`src/rial_pkg.sv`:
```
package rial_pkg;

	// ----------------------------------------------------------------
	// Register offsets on the special function register map.
	// ----------------------------------------------------------------
	localparam logic [7:0] RIAL_OFS_ADDR = 8'hAC;
	localparam logic [7:0] RIAL_OFS_DATA = 8'hAD;
	localparam logic [7:0] RIAL_OFS_KEY = 8'hAE;

	// ----------------------------------------------------------------
	// Reset values, key values and status codes.
	// ----------------------------------------------------------------
	localparam logic [7:0] RIAL_RST_ADDR = 8'h00;
	localparam logic [7:0] RIAL_RST_DATA = 8'h00;
	localparam logic [7:0] RIAL_KEY_FIRST = 8'hA5;
	localparam logic [7:0] RIAL_KEY_SECOND = 8'hF1;
	localparam logic [7:0] RIAL_CODE_LOCKED = 8'h00;
	localparam logic [7:0] RIAL_CODE_WAIT2 = 8'h01;
	localparam logic [7:0] RIAL_CODE_OPEN = 8'h02;
	localparam logic [7:0] RIAL_CODE_DISABLED = 8'h03;

	// ----------------------------------------------------------------
	// Field positions in the address register.
	// ----------------------------------------------------------------
	localparam int RIAL_BIT_BUSY = 7;
	localparam int RIAL_BIT_AUTO_READ = 6;
	localparam int RIAL_BIT_UNUSED = 5;
	localparam int RIAL_BIT_SHORT = 4;

	// ----------------------------------------------------------------
	// Internal index ranges that auto-increment.
	// ----------------------------------------------------------------
	localparam logic [3:0] RIAL_SNAP_FIRST = 4'h0;
	localparam logic [3:0] RIAL_SNAP_LAST = 4'h3;
	localparam logic [3:0] RIAL_MATCH_FIRST = 4'h8;
	localparam logic [3:0] RIAL_MATCH_LAST = 4'hB;

	// ----------------------------------------------------------------
	// Access timing in system clock cycles.
	// ----------------------------------------------------------------
	localparam logic [2:0] RIAL_CYC_NORMAL = 3'h7;
	localparam logic [2:0] RIAL_CYC_SHORT = 3'h6;

	// ----------------------------------------------------------------
	// Carriers.
	// ----------------------------------------------------------------
	typedef struct packed {
		logic wr;
		logic rd;
		logic [7:0] addr;
		logic [7:0] wdata;
	} rial_sfr_req_t;

	typedef struct packed {
		logic wr_stb;
		logic rd_stb;
		logic [3:0] index;
		logic [7:0] wdata;
	} rial_core_req_t;

	typedef enum logic [1:0] {
		RIAL_LOCKED,
		RIAL_WAIT2,
		RIAL_OPEN,
		RIAL_DISABLED
	} rial_lock_t;

endpackage : rial_pkg

```
`src/rial_strobe_timer.sv`:
```
module rial_strobe_timer (
	input wire logic core_clk,
	input wire logic rst,
	input wire logic start,
	input wire logic short_mode,
	output logic busy,
	output logic done
);
	import rial_pkg::*;

	logic [2:0] count;

	// ----------------------------------------------------------------
	// Access length counter.
	// ----------------------------------------------------------------
	// A start while busy is dropped; the caller only starts when idle.
	always_ff @(posedge core_clk) begin
		if (rst) begin
			count <= 3'h0;
		end else if (start && count == 3'h0) begin
			count <= short_mode ? RIAL_CYC_SHORT : RIAL_CYC_NORMAL; // [RQ18]
		end else if (count != 3'h0) begin
			count <= count - 3'h1;
		end
	end

	// Busy covers the whole access; done marks its last cycle.
	assign busy = (count != 3'h0); // [RQ20]
	assign done = (count == 3'h1);

	AST_NORMAL_LEN: assert property (@(posedge core_clk) disable iff (rst) // [RQ18]
		start && !busy && !short_mode |=> busy [*7] ##1 !busy)
		else $error("normal access not seven cycles");
	AST_SHORT_LEN: assert property (@(posedge core_clk) disable iff (rst) // [RQ18]
		start && !busy && short_mode |=> busy [*6] ##1 !busy)
		else $error("short access not six cycles");

endmodule // rial_strobe_timer

```
`src/rial_gateway.sv`:
```
// Operation
// RQ1 - Status reads 0x00 locked, 0x01 after A5.
// RQ2 - Both keys in order read as 0x02.
// RQ3 - Code 0x03 means disabled until reset.
// RQ4 - Writing A5 then F1 unlocks the gateway.
// RQ5 - Wrong second key disables the gateway.
// RQ6 - Any key write while unlocked relocks.
// RQ7 - Key writes ignored while disabled.
// RQ8 - Address bit 7 shows busy, starts reads.
// RQ9 - Address bit 6 enables auto-read.
// RQ10 - Address bit 5 reads zero, ignores writes.
// RQ11 - Address bit 4 selects short strobe timing.
// RQ12 - Low four address bits select internal register.
// RQ13 - Index increments after snapshot or match access.
// RQ14 - Data register holds last transferred byte.
// RQ15 - Software avoids read-modify-write on data register.
// RQ16 - Bad keys or locked access disable gateway.
// RQ17 - Data register write starts indirect write.
// RQ18 - Access takes seven cycles, six when short.
// RQ19 - Auto-read: data read starts next read.
// RQ20 - Busy holds until transfer completes, data loaded.
module rial_gateway (
	input wire logic core_clk,
	input wire logic rst,
	input wire rial_pkg::rial_sfr_req_t sfr_req,
	output logic [7:0] sfr_rdata,
	output rial_pkg::rial_core_req_t core_req,
	input wire logic [7:0] core_rdata
);
	import rial_pkg::*;

	rial_lock_t lock_state;
	logic auto_read_enable;
	logic short_strobe;
	logic [3:0] index;
	logic [7:0] data_window;
	logic access_is_read;
	logic busy;
	logic done;
	logic start;
	logic [7:0] lock_state_code;

	// ----------------------------------------------------------------
	// Decoding.
	// ----------------------------------------------------------------
	// Indices 0..3 and 8..11 carry multi-byte values and auto-increment.
	function automatic logic rial_is_multibyte(input logic [3:0] idx);
		return (idx >= RIAL_SNAP_FIRST && idx <= RIAL_SNAP_LAST) ||
			(idx >= RIAL_MATCH_FIRST && idx <= RIAL_MATCH_LAST);
	endfunction

	function automatic logic rial_hit(input rial_sfr_req_t req, input logic [7:0] ofs);
		return req.addr == ofs;
	endfunction

	logic key_wr, adr_wr, dat_wr, dat_rd, open, read_go, write_go, illegal_access;
	logic timer_short;
	assign key_wr = sfr_req.wr && rial_hit(sfr_req, RIAL_OFS_KEY);
	assign adr_wr = sfr_req.wr && rial_hit(sfr_req, RIAL_OFS_ADDR);
	assign dat_wr = sfr_req.wr && rial_hit(sfr_req, RIAL_OFS_DATA);
	assign dat_rd = sfr_req.rd && rial_hit(sfr_req, RIAL_OFS_DATA);
	assign open = (lock_state == RIAL_OPEN);

	// Requests made while busy are dropped, so software must poll busy.
	assign read_go = open && !busy &&
		((adr_wr && sfr_req.wdata[RIAL_BIT_BUSY]) || // [RQ8]
		(dat_rd && auto_read_enable)); // [RQ19]
	assign write_go = open && !busy && dat_wr; // [RQ17]
	assign start = read_go || write_go;

	// An address write that also sets busy runs with the timing it writes, not the old one.
	assign timer_short = (open && adr_wr && !busy) ? sfr_req.wdata[RIAL_BIT_SHORT] :
		short_strobe; // [RQ11]

	// An indirect attempt while still locked is treated as an attack.
	assign illegal_access = (lock_state == RIAL_LOCKED || lock_state == RIAL_WAIT2) &&
		(dat_wr || dat_rd || (adr_wr && sfr_req.wdata[RIAL_BIT_BUSY])); // [RQ16]

	// ----------------------------------------------------------------
	// Lock and key sequencer.
	// ----------------------------------------------------------------
	always_ff @(posedge core_clk) begin
		if (rst) begin
			lock_state <= RIAL_LOCKED;
		end else begin
			unique case (lock_state)
				RIAL_LOCKED: begin
					if (illegal_access) begin
						lock_state <= RIAL_DISABLED; // [RQ16]
					end else if (key_wr) begin
						lock_state <= (sfr_req.wdata == RIAL_KEY_FIRST) ?
							RIAL_WAIT2 : RIAL_DISABLED; // [RQ4] [RQ16]
					end
				end
				RIAL_WAIT2: begin
					if (illegal_access) begin
						lock_state <= RIAL_DISABLED; // [RQ16]
					end else if (key_wr) begin
						lock_state <= (sfr_req.wdata == RIAL_KEY_SECOND) ?
							RIAL_OPEN : RIAL_DISABLED; // [RQ4] [RQ5]
					end
				end
				RIAL_OPEN: begin
					if (key_wr) begin
						lock_state <= RIAL_LOCKED; // [RQ6]
					end
				end
				RIAL_DISABLED: begin
					lock_state <= RIAL_DISABLED; // [RQ3] [RQ7]
				end
			endcase
		end
	end

	// Status code as software sees it.
	always_comb begin
		unique case (lock_state)
			RIAL_LOCKED: lock_state_code = RIAL_CODE_LOCKED; // [RQ1]
			RIAL_WAIT2: lock_state_code = RIAL_CODE_WAIT2; // [RQ1]
			RIAL_OPEN: lock_state_code = RIAL_CODE_OPEN; // [RQ2]
			RIAL_DISABLED: lock_state_code = RIAL_CODE_DISABLED; // [RQ3]
		endcase
	end

	// ----------------------------------------------------------------
	// Address register.
	// ----------------------------------------------------------------
	// Writes are accepted only while open; a completed multi-byte access
	// steps the index so four bytes can be moved without rewriting it.
	always_ff @(posedge core_clk) begin
		if (rst) begin
			auto_read_enable <= RIAL_RST_ADDR[RIAL_BIT_AUTO_READ];
			short_strobe <= RIAL_RST_ADDR[RIAL_BIT_SHORT];
			index <= RIAL_RST_ADDR[3:0];
		end else if (open && adr_wr && !busy) begin
			auto_read_enable <= sfr_req.wdata[RIAL_BIT_AUTO_READ]; // [RQ9]
			short_strobe <= sfr_req.wdata[RIAL_BIT_SHORT]; // [RQ11]
			index <= sfr_req.wdata[3:0]; // [RQ12]
		end else if (done && rial_is_multibyte(index)) begin
			index <= index + 4'h1; // [RQ13]
		end
	end

	// ----------------------------------------------------------------
	// Data window and access direction.
	// ----------------------------------------------------------------
	always_ff @(posedge core_clk) begin
		if (rst) begin
			data_window <= RIAL_RST_DATA;
			access_is_read <= 1'b0;
		end else begin
			if (start) begin
				access_is_read <= read_go;
			end
			if (write_go) begin
				data_window <= sfr_req.wdata; // [RQ14] [RQ17]
			end else if (done && access_is_read) begin
				data_window <= core_rdata; // [RQ14] [RQ20]
			end
		end
	end

	rial_strobe_timer u_timer (
		.core_clk(core_clk),
		.rst(rst),
		.start(start),
		.short_mode(timer_short),
		.busy(busy),
		.done(done)
	);

	// ----------------------------------------------------------------
	// Far side and read data.
	// ----------------------------------------------------------------
	// The strobe fires in the last cycle so the core sees settled data.
	assign core_req.wr_stb = done && !access_is_read;
	assign core_req.rd_stb = done && access_is_read;
	assign core_req.index = index;
	assign core_req.wdata = data_window;

	// Read data is registered; a disabled gateway hides address and data.
	always_ff @(posedge core_clk) begin
		if (rst) begin
			sfr_rdata <= 8'h00;
		end else if (sfr_req.rd) begin
			if (rial_hit(sfr_req, RIAL_OFS_KEY)) begin
				sfr_rdata <= lock_state_code; // [RQ1]
			end else if (rial_hit(sfr_req, RIAL_OFS_ADDR) && open) begin
				sfr_rdata <= {busy, auto_read_enable, 1'b0, short_strobe, index}; // [RQ10]
			end else if (rial_hit(sfr_req, RIAL_OFS_DATA) && open) begin
				sfr_rdata <= data_window;
			end else begin
				sfr_rdata <= 8'h00;
			end
		end
	end

	// ----------------------------------------------------------------
	// Checks.
	// ----------------------------------------------------------------
	AST_FIRST_KEY: assert property (@(posedge core_clk) disable iff (rst) // [RQ1]
		lock_state == RIAL_LOCKED && key_wr && !illegal_access &&
		sfr_req.wdata == RIAL_KEY_FIRST |=> lock_state_code == RIAL_CODE_WAIT2)
		else $error("first key did not reach code 1");
	AST_SECOND_KEY: assert property (@(posedge core_clk) disable iff (rst) // [RQ2]
		lock_state == RIAL_WAIT2 && key_wr && !illegal_access &&
		sfr_req.wdata == RIAL_KEY_SECOND |=> lock_state_code == RIAL_CODE_OPEN)
		else $error("second key did not unlock");
	AST_BAD_SECOND: assert property (@(posedge core_clk) disable iff (rst) // [RQ5]
		lock_state == RIAL_WAIT2 && key_wr &&
		sfr_req.wdata != RIAL_KEY_SECOND |=> lock_state_code == RIAL_CODE_DISABLED)
		else $error("wrong second key did not disable");
	AST_RELOCK: assert property (@(posedge core_clk) disable iff (rst) // [RQ6]
		open && key_wr |=> lock_state_code == RIAL_CODE_LOCKED)
		else $error("key write while open did not relock");
	AST_STAY_DISABLED: assert property (@(posedge core_clk) disable iff (rst) // [RQ3]
		lock_state == RIAL_DISABLED |=> lock_state == RIAL_DISABLED [*3])
		else $error("disabled state left before reset");
	AST_LOCKED_ACCESS: assert property (@(posedge core_clk) disable iff (rst) // [RQ16]
		lock_state == RIAL_LOCKED && (dat_wr || dat_rd) |=> lock_state == RIAL_DISABLED && !busy)
		else $error("locked data access not punished");
	AST_INDEX_STEP: assert property (@(posedge core_clk) disable iff (rst) // [RQ13]
		done && rial_is_multibyte(index) |=> index == $past(index) + 4'h1)
		else $error("multibyte index did not step");
	AST_READ_LOAD: assert property (@(posedge core_clk) disable iff (rst) // [RQ20]
		core_req.rd_stb |=> !busy && data_window == $past(core_rdata))
		else $error("read data not loaded at completion");
	AST_UNUSED_ZERO: assert property (@(posedge core_clk) disable iff (rst) // [RQ10]
		sfr_req.rd && rial_hit(sfr_req, RIAL_OFS_ADDR) |=> !sfr_rdata[RIAL_BIT_UNUSED])
		else $error("unused address bit read as one");
	AST_AUTOREAD: assert property (@(posedge core_clk) disable iff (rst) // [RQ19]
		open && dat_rd && auto_read_enable && !busy |=> busy ##5
		(short_strobe ? core_req.rd_stb : busy) ##1 (short_strobe ? !busy : core_req.rd_stb))
		else $error("auto-read did not start a read");

endmodule // rial_gateway

```
`config.mk`:
```
export PLATFORM = sky130hd
export DESIGN_NAME = rial_gateway
export DESIGN_NICKNAME = d
export VERILOG_FILES = /design/src/rial_pkg.sv /design/src/rial_strobe_timer.sv /design/src/rial_gateway.sv
export SDC_FILE = /design/constraint.sdc
export NUM_CORES = 1
export LEC_CHECK = 0
export BUFFER_PORTS_ARGS = -buffer_cell sky130_fd_sc_hd__buf_2
export CAP_MARGIN = 20
export CORE_MARGIN = 8
export CORE_UTILIZATION = 53
export CTS_BUF_LIST = sky130_fd_sc_hd__clkbuf_4 sky130_fd_sc_hd__clkbuf_8
export CTS_CLUSTER_DIAMETER = 120
export DETAILED_ROUTE_END_ITERATION = 8
export GPL_ROUTABILITY_DRIVEN = 0
export PLACE_DENSITY = 0.92
export SLEW_MARGIN = 20
export SYNTH_ARGS = -nofsm -noshare
export SYNTH_HDL_FRONTEND = slang
export SYNTH_SLANG_ARGS = --single-unit
```
`constraint.sdc`:
```
create_clock -name core_clk -period 2 [get_ports core_clk]
set_clock_uncertainty 0.05 [all_clocks]
set_input_delay 0.2 -clock core_clk [delete_from_list [all_inputs] [get_ports core_clk]]
set_output_delay 0.2 -clock core_clk [all_outputs]
set_load 0.03 [all_outputs]
```
==> PnR_summary.wiki, run 1 <==
{| class="wikitable"
! Metric !! Value
|-
| Data required time at the worst endpoint || 1.75 ns
|-
| Final setup violation count || 0
|-
| EDFF count, synth || 0
|-
| Iteration-0 DRC Markers || a little under 90
|-
| Top post-synthesis cells by area || sky130_fd_sc_hd__dfxtp_1 (35%), sky130_fd_sc_hd__mux2i_1 (6.9%), sky130_fd_sc_hd__a21oi_1 (4.7%)
|-
| Pins over their slew limit || 0
|-
| Dominant cell by count in the synthesized netlist || sky130_fd_sc_hd__dfxtp_1
|-
| Worst-path clk slew || between 0.15 and 0.2 ns
|-
| Sink of the worst hold path || index[3]
|-
| Wire length of the first global-routing pass || about 7000 µm
|-
| Total CTS buffers || 3
|-
| Min-Delay Path Depth || 3
|-
| Adder and majority cell fraction of the synthesized area || about 3.1%
|-
| Finished Cell Area || between 1500 and 2000 µm²
|-
| Count of unique library cells instantiated by Yosys || approximately 50
|-
| Depth of the worst register-to-register path || 6
|-
| Die W || about 70 µm
|-
| Post-synthesis sequential area ratio || 35.11%
|-
| Status || finished, final reports clean
|-
| Antenna diode count || 0
|-
| Largest driver fanout on the critical path || 9
|-
| Simple-Gate Fraction of Synth Area || between 20 and 30%
|-
| Worst slew margin relative to its limit || 57.24%
|-
| Overall routing resource usage || between 15 and 20%
|-
| Max-capacitance violation count || 0
|-
| Setup repair after global routing missed its margin || false
|-
| Total global routing overflow || 0
|-
| Post-detailed-routing wire length || roughly 4300 µm
|-
| Power per Cell Area || approximately 760 nW/µm²
|-
| Worst setup slack for register-to-register paths || 0.18 ns
|-
| Launch instance of the worst register-to-register path || u_timer.count[1]
|-
| Ratio of cells with drive above 1 in the final layout || between 30% and 40%
|-
| Buffer levels on the longest clock path || 2
|-
| Post-route minimum period || 1.817 ns
|-
| Average wire per cell in the routed design || 17.08 µm
|-
| Hold Path Origin || sfr_req[3]
|-
| IO Port Bufs || slightly below 50
|-
| Count of mapped cells out of synthesis || about 170
|-
| Initial standard-cell utilization of the core || a little over half
|-
| Share of the synthesized area in the top cell type || between 30% and 40%
|-
| Flops & latches, synth || 28
|-
| Total number of H-tree levels || 1
|-
| Transition time at the pin with the least slew margin || about 0.64 ns
|-
| Synthesized-area fraction occupied by xor and xnor cells || under 10%
|-
| Crit Path Category || register to output port
|-
| Remaining number of nets flagged by the antenna check after routing || 0
|-
| Clock net sink count || 28
|-
| Leakage || between 0.9 and 1 nW
|-
| Category of the worst setup path launch point || register
|-
| Area post-placement || around 1800 µm²
|-
| Clk Latency, worst-skew pair || around 0.34 ns
|-
| RR Endpoint || index[1]
|-
| Hold crit path type || input pin to register
|-
| CTS tree || built
|-
| Cts-stage hold buffer count || 0
|-
| Share of synthesized registers carrying an async set or reset || 0%
|-
| Worst Setup End Kind || output port
|-
| Max VDD drop || about 440 µV
|-
| Cell area after synthesis || roughly 1600 µm²
|-
| Initial antenna violation count || 0
|-
| Synthesis Warnings || 0
|-
| Cell at the root of the clock tree || sky130_fd_sc_hd__clkbuf_4
|-
| Final core area utilization || 64.45%
|-
| Endpoint arrival time on the critical path || 1.57 ns
|-
| Synth Area in Compound Gates || between 20% and 30%
|-
| Main combinational cell family by area after synthesis || simple AND/OR/NAND/NOR gates
|-
| Number of iterations in the first detailed-routing pass || 5
|-
| Total Die Area || about 5000 µm²
|-
| Commonest cells post-synth || sky130_fd_sc_hd__dfxtp_1 (28), sky130_fd_sc_hd__nor2_1 (16), sky130_fd_sc_hd__a21oi_1 (15), sky130_fd_sc_hd__mux2i_1 (11), sky130_fd_sc_hd__a211oi_1 (8)
|-
| Row count || 20
|-
| Proportion of synthesized area in mux cells || roughly a tenth
|-
| Core Region || between 2000 and 3000 µm²
|-
| Fraction of the cycle the final worst path needs || approximately nine tenths
|-
| Cell type contributing the most total cell area after synthesis || sky130_fd_sc_hd__dfxtp_1
|-
| Vias in the first global route || 1563
|-
| Boundary Pins || 50
|-
| Dpl hpwl || approximately 3300 µm
|-
| Post-Synthesis Net Count || around 200
|-
| Nets@finish || between 200 and 300
|-
| Post-route DRC || 0
|-
| Mean instance size in the synthesized netlist || roughly 9.2 µm²
|-
| Dominant synthesized flop cell || sky130_fd_sc_hd__dfxtp_1
|-
| Maximum achievable frequency || roughly 550 MHz
|-
| Setup_tns || 0 ns
|-
| Layout Area Growth over Synthesis || 19.20%
|-
| Count of vias placed by the detailed router || 1540
|-
| Vias per inst || 6.087
|-
| Pwr Total || approximately 1.4 mW
|-
| Hold violation total from the final report || 0
|-
| Pin count of the biggest net entering global routing || 23
|-
| Vertical die dimension || around 71 µm
|}
worst max-delay path by stage:
stage | endpoint | start | depth (start not counted)
after floorplan | index[2] | u_timer.count[0] | 6
after global placement | data_window[5] | u_timer.count[1] | 6
after detailed placement | data_window[7] | u_timer.count[1] | 6
after CTS | core_req[12] | u_timer.count[1] | 6
after global routing | core_req[12] | u_timer.count[1] | 6
final | core_req[12] | u_timer.count[1] | 6
metrics by stage:
stage / setup WS (ns) / std cells / hold slack, ns
detailed placement: 0.2835 / 249 / 0.3997
finish: 0.1833 / 253 / 0.08298
global route: 0.07280 / 253 / 0.08672
global placement: 0.3677 / 249 / 0.3892
floorplan: 0.4578 / 174 / 0.2977
CTS: 0.07509 / 253 / 0.07625
final cells by class:
class / instances / area [µm²]
clock inverter: 1 / 30.03
sequential: 28 / 560.5
multi-input combinational: 132 / 959.7
timing repair buffer: 50 / 252.7
clock buffer: 3 / 22.52
fill: 263 / 1050
tap: 33 / 41.29
inverter: 6 / 36.28
worst max-delay path, stage by stage (launching register included):
cell,delay (ns)
sky130_fd_sc_hd__dfxtp_1,0.34
sky130_fd_sc_hd__inv_1,0.10
sky130_fd_sc_hd__ha_1,0.16
sky130_fd_sc_hd__nor2b_2,0.22
sky130_fd_sc_hd__nand2_4,0.15
sky130_fd_sc_hd__inv_1,0.08
sky130_fd_sc_hd__buf_2,0.19
power by group:
group	internal, mW	total (mW)	leakage, nW	switching, mW
Sequential	0.597	0.636	0.226	0.0385
Clock	0.203	0.377	0.0279	0.174
Combinational	0.173	0.426	0.670	0.253
Total	0.973	1.44	0.924	0.466
layout by cell type (no fill, tap or decap), types with 2 or more instances in the layout:
cell                       instances
sky130_fd_sc_hd__mux2i_1          11
sky130_fd_sc_hd__nor4bb_1          2
sky130_fd_sc_hd__nor3_1            7
sky130_fd_sc_hd__a22oi_1           5
sky130_fd_sc_hd__and3b_2           2
sky130_fd_sc_hd__a21oi_1          15
sky130_fd_sc_hd__a211oi_1          8
sky130_fd_sc_hd__clkbuf_4          3
sky130_fd_sc_hd__nor2_1           16
sky130_fd_sc_hd__inv_1             5
sky130_fd_sc_hd__dfxtp_1          28
sky130_fd_sc_hd__nand3b_1          2
sky130_fd_sc_hd__o211ai_1          2
sky130_fd_sc_hd__nor2b_1           3
sky130_fd_sc_hd__nand2_1           6
sky130_fd_sc_hd__o31ai_1           2
sky130_fd_sc_hd__mux2_2            4
sky130_fd_sc_hd__nand2b_1          5
sky130_fd_sc_hd__o21ai_0           7
sky130_fd_sc_hd__nand3_1           6
sky130_fd_sc_hd__ha_1              4
sky130_fd_sc_hd__buf_2            49
logic make-up (layout without fill, tap and decap cells):
logic type,Yosys count,count (layout)
mux,15,15
simple gates,62,62
fa+ha+maj,4,4
flops,28,28
buf+inv,14,60
xor+xnor,2,2
compound gates,49,49
routing by layer:
metal | wire [µm] | GRT usage [%] | share of wire (%)
met1 | 1701 | 19.19 | 39
met2 | 2259 | 29.56 | 52
met3 | 265 | 3.814 | 6.1
met4 | 96 | 8.776 | 2.2
met5 | 0 | 0 | 0
state kept, by name, summed over array words and instances (netlist names):
register and count:
access_is_read 1, auto_read_enable 1, data_window 8, index 4
lock_state 2, sfr_rdata 8, short_strobe 1, u_timer.count 3
repair_timing:
item	4_1_cts	5_1_grt
buffers inserted	0	0
gates resized for setup	1	2
setup endpoints to repair	1	1
Power figures use the tool's default switching activity.
==> run 2, diff against run 1 <==
HOLD_SLACK_MARGIN = 0.1   (was not set)
==> run 2 against run 1 <==
Effect of this change: non-clock buffer count grew 3; count of clock-buffer cells in the layout unchanged; die area unchanged; sequential share of layout area decreased by 0.46 points; wire length up 1.5%; first-iteration DRC count rose by 13%; cell count up 1.2%; fmax is essentially flat; final area is 1.6% higher; via count grew 1.4%; critical path depth is the same; critical path type unchanged.
==> PnR_summary.wiki, run 2 (synthesis results as in run 1) <==
{| class="wikitable"
! Metric !! Value
|-
| Transition time at the pin with the least slew margin || 0.6133 ns
|-
| Hold crit path type || input pin to register
|-
| Die W || a little over 70 µm
|-
| Remaining number of nets flagged by the antenna check after routing || 0
|-
| Pins over their slew limit || 0
|-
| Post-route DRC || 0
|-
| Maximum achievable frequency || 550.5 MHz
|-
| Final core area utilization || about two thirds
|-
| Boundary Pins || 50
|-
| Cell at the root of the clock tree || sky130_fd_sc_hd__clkbuf_4
|-
| Pin count of the biggest net entering global routing || 23
|-
| Crit-path max cell delay || ~0.34 ns
|-
| Vias in the first global route || 1574
|-
| Setup slack of the critical path after layout || 0.1836 ns
|-
| Row count || 20
|-
| Status || finished, final reports clean
|-
| Iteration-0 DRC Markers || between 100 and 150
|-
| Category of the worst setup path launch point || register
|-
| Vias per inst || between 6 and 7
|-
| Largest registers in the final layout || data_window (8), sfr_rdata (8), index (4)
|-
| Worst Setup End Kind || output port
|-
| Antenna diode count || 0
|-
| Layout Area Growth over Synthesis || 21.08%
|-
| Post-detailed-routing wire length || about 4400 µm
|-
| CTS tree || built
|-
| Wire length of the first global-routing pass || roughly 7000 µm
|-
| Post-route non-filler standard cell count || 256
|-
| Hold violation total from the final report || 0
|-
| Final setup violation count || 0
|-
| Dpl hpwl || roughly 3300 µm
|-
| Max VDD drop || 440.0 µV
|-
| Total global routing overflow || 0
|-
| Buf+Inv Stages, Crit Path || 3
|-
| Number of iterations in the first detailed-routing pass || 4
|-
| Placed cells || 249
|-
| Most common cell after layout, fill and taps aside || sky130_fd_sc_hd__buf_2
|-
| Fraction of the cycle the final worst path needs || just over 90%
|-
| Data required time at the worst endpoint || 1.75 ns
|-
| Finished Cell Area || 1933 µm²
|-
| Leading cell types in the layout, fill and taps excluded || sky130_fd_sc_hd__buf_2 (49), sky130_fd_sc_hd__dfxtp_1 (28), sky130_fd_sc_hd__nor2_1 (16), sky130_fd_sc_hd__a21oi_1 (15), sky130_fd_sc_hd__mux2i_1 (11)
|-
| Post-route minimum period || 1.816 ns
|-
| Ratio of cells with drive above 1 in the final layout || 30.49%
|-
| Overall routing resource usage || 17.32%
|-
| Clock net sink count || 28
|-
| Buffer levels on the longest clock path || 2
|-
| Worst-path clk slew || approximately 0.16 ns
|-
| Worst slack after detailed placement || about 0.28 ns
|-
| Setup_tns || 0 ns
|-
| Total Die Area || 5025 µm²
|-
| Crit Path Category || register to output port
|-
| Fill count || 258
|-
| Max-capacitance violation count || 0
|-
| Kind of cell adding the most delay to the critical path || buffers and inverters
|-
| Count of vias placed by the detailed router || roughly 1600
|-
| Area post-placement || ~1800 µm²
|-
| Total CTS buffers || 3
|-
| Nets@finish || between 200 and 300
|-
| Initial standard-cell utilization of the core || between 50% and 60%
|-
| Vertical die dimension || between 70 and 80 µm
|-
| IO Port Bufs || 49
|-
| Worst slew margin relative to its limit || about three fifths
|-
| Initial antenna violation count || 0
|-
| Worst hold slack across all endpoints || about 0.10 ns
|-
| Cells traversed along the worst timing path || inv_1 > ha_1 > nor2b_2 > nand2_4 > inv_1 > buf_2
|-
| Endpoint arrival time on the critical path || approximately 1.6 ns
|-
| Pwr Total || between 1 and 1.5 mW
|-
| Leakage || ~0.94 nW
|-
| Power per Cell Area || 747.1 nW/µm²
|-
| Number of setup buffers added after CTS || 0
|-
| Clk Latency, worst-skew pair || ~0.34 ns
|-
| Average wire per cell in the routed design || around 17 µm
|-
| Largest driver fanout on the critical path || 9
|-
| Most frequent CP cell || sky130_fd_sc_hd__inv_1
|-
| Core Region || roughly 3000 µm²
|-
| Slowest CP cell || sky130_fd_sc_hd__dfxtp_1
|-
| Total number of H-tree levels || 1
|-
| Setup repair after global routing missed its margin || false
|}
run 2: cell count changes in the layout (fill, tap and decap cells not counted), sizes merged:
cell         before  now
dlygate4sd3       0    3
run 2: layout make-up:
class	count	area [µm²]	area share, %
clock inverters	1	30.03	1.553
repair buffers	53	282.8	14.63
well taps	33	41.29	2.136
flip-flops and latches	28	560.5	29.00
multi-input cells	132	959.7	49.64
clock buffers	3	22.52	1.165
inverters	6	36.28	1.877
run 2: report_power, final:
part	switching, mW	leakage, nW	internal, mW
combinational	0.253	0.682	0.177
sequential	0.0388	0.226	0.597
clock	0.175	0.0279	0.203
total	0.467	0.936	0.977
run 2: final timing paths:
kind | from | end | slack (ns) | cells after the start
worst max-delay path | u_timer.count[1] | core_req[12] | 0.18 | 6
worst min-delay path | sfr_req[5] | data_window[5] | 0.10 | 3
worst max register to register | u_timer.count[1] | index[1] | 0.21 | 6
worst min register to register | sfr_rdata[7] | sfr_rdata[7] | 0.42 | 2
run 2: per-layer routing:
metal	vias to the layer above	track usage, %	part of all wire, %
met5	-	0	0
met4	0	8.776	2.2
met3	11	4.096	6.8
met1	743	19.19	39
li1	752	-	-
met2	55	30.07	52
run 2: worst register-to-register path, stage by stage (launching register included):
cell	delay (ns)
sky130_fd_sc_hd__dfxtp_1	0.34
sky130_fd_sc_hd__inv_1	0.10
sky130_fd_sc_hd__ha_1	0.16
sky130_fd_sc_hd__nor3b_1	0.52
sky130_fd_sc_hd__mux2i_1	0.29
sky130_fd_sc_hd__o21ai_0	0.12
sky130_fd_sc_hd__o311a_1	0.13
run 2: repair_timing:
action	in CTS	in global routing
hold endpoints to repair	3	0
resized for setup	1	2
hold buffers	3	0
setup endpoints to repair	1	1
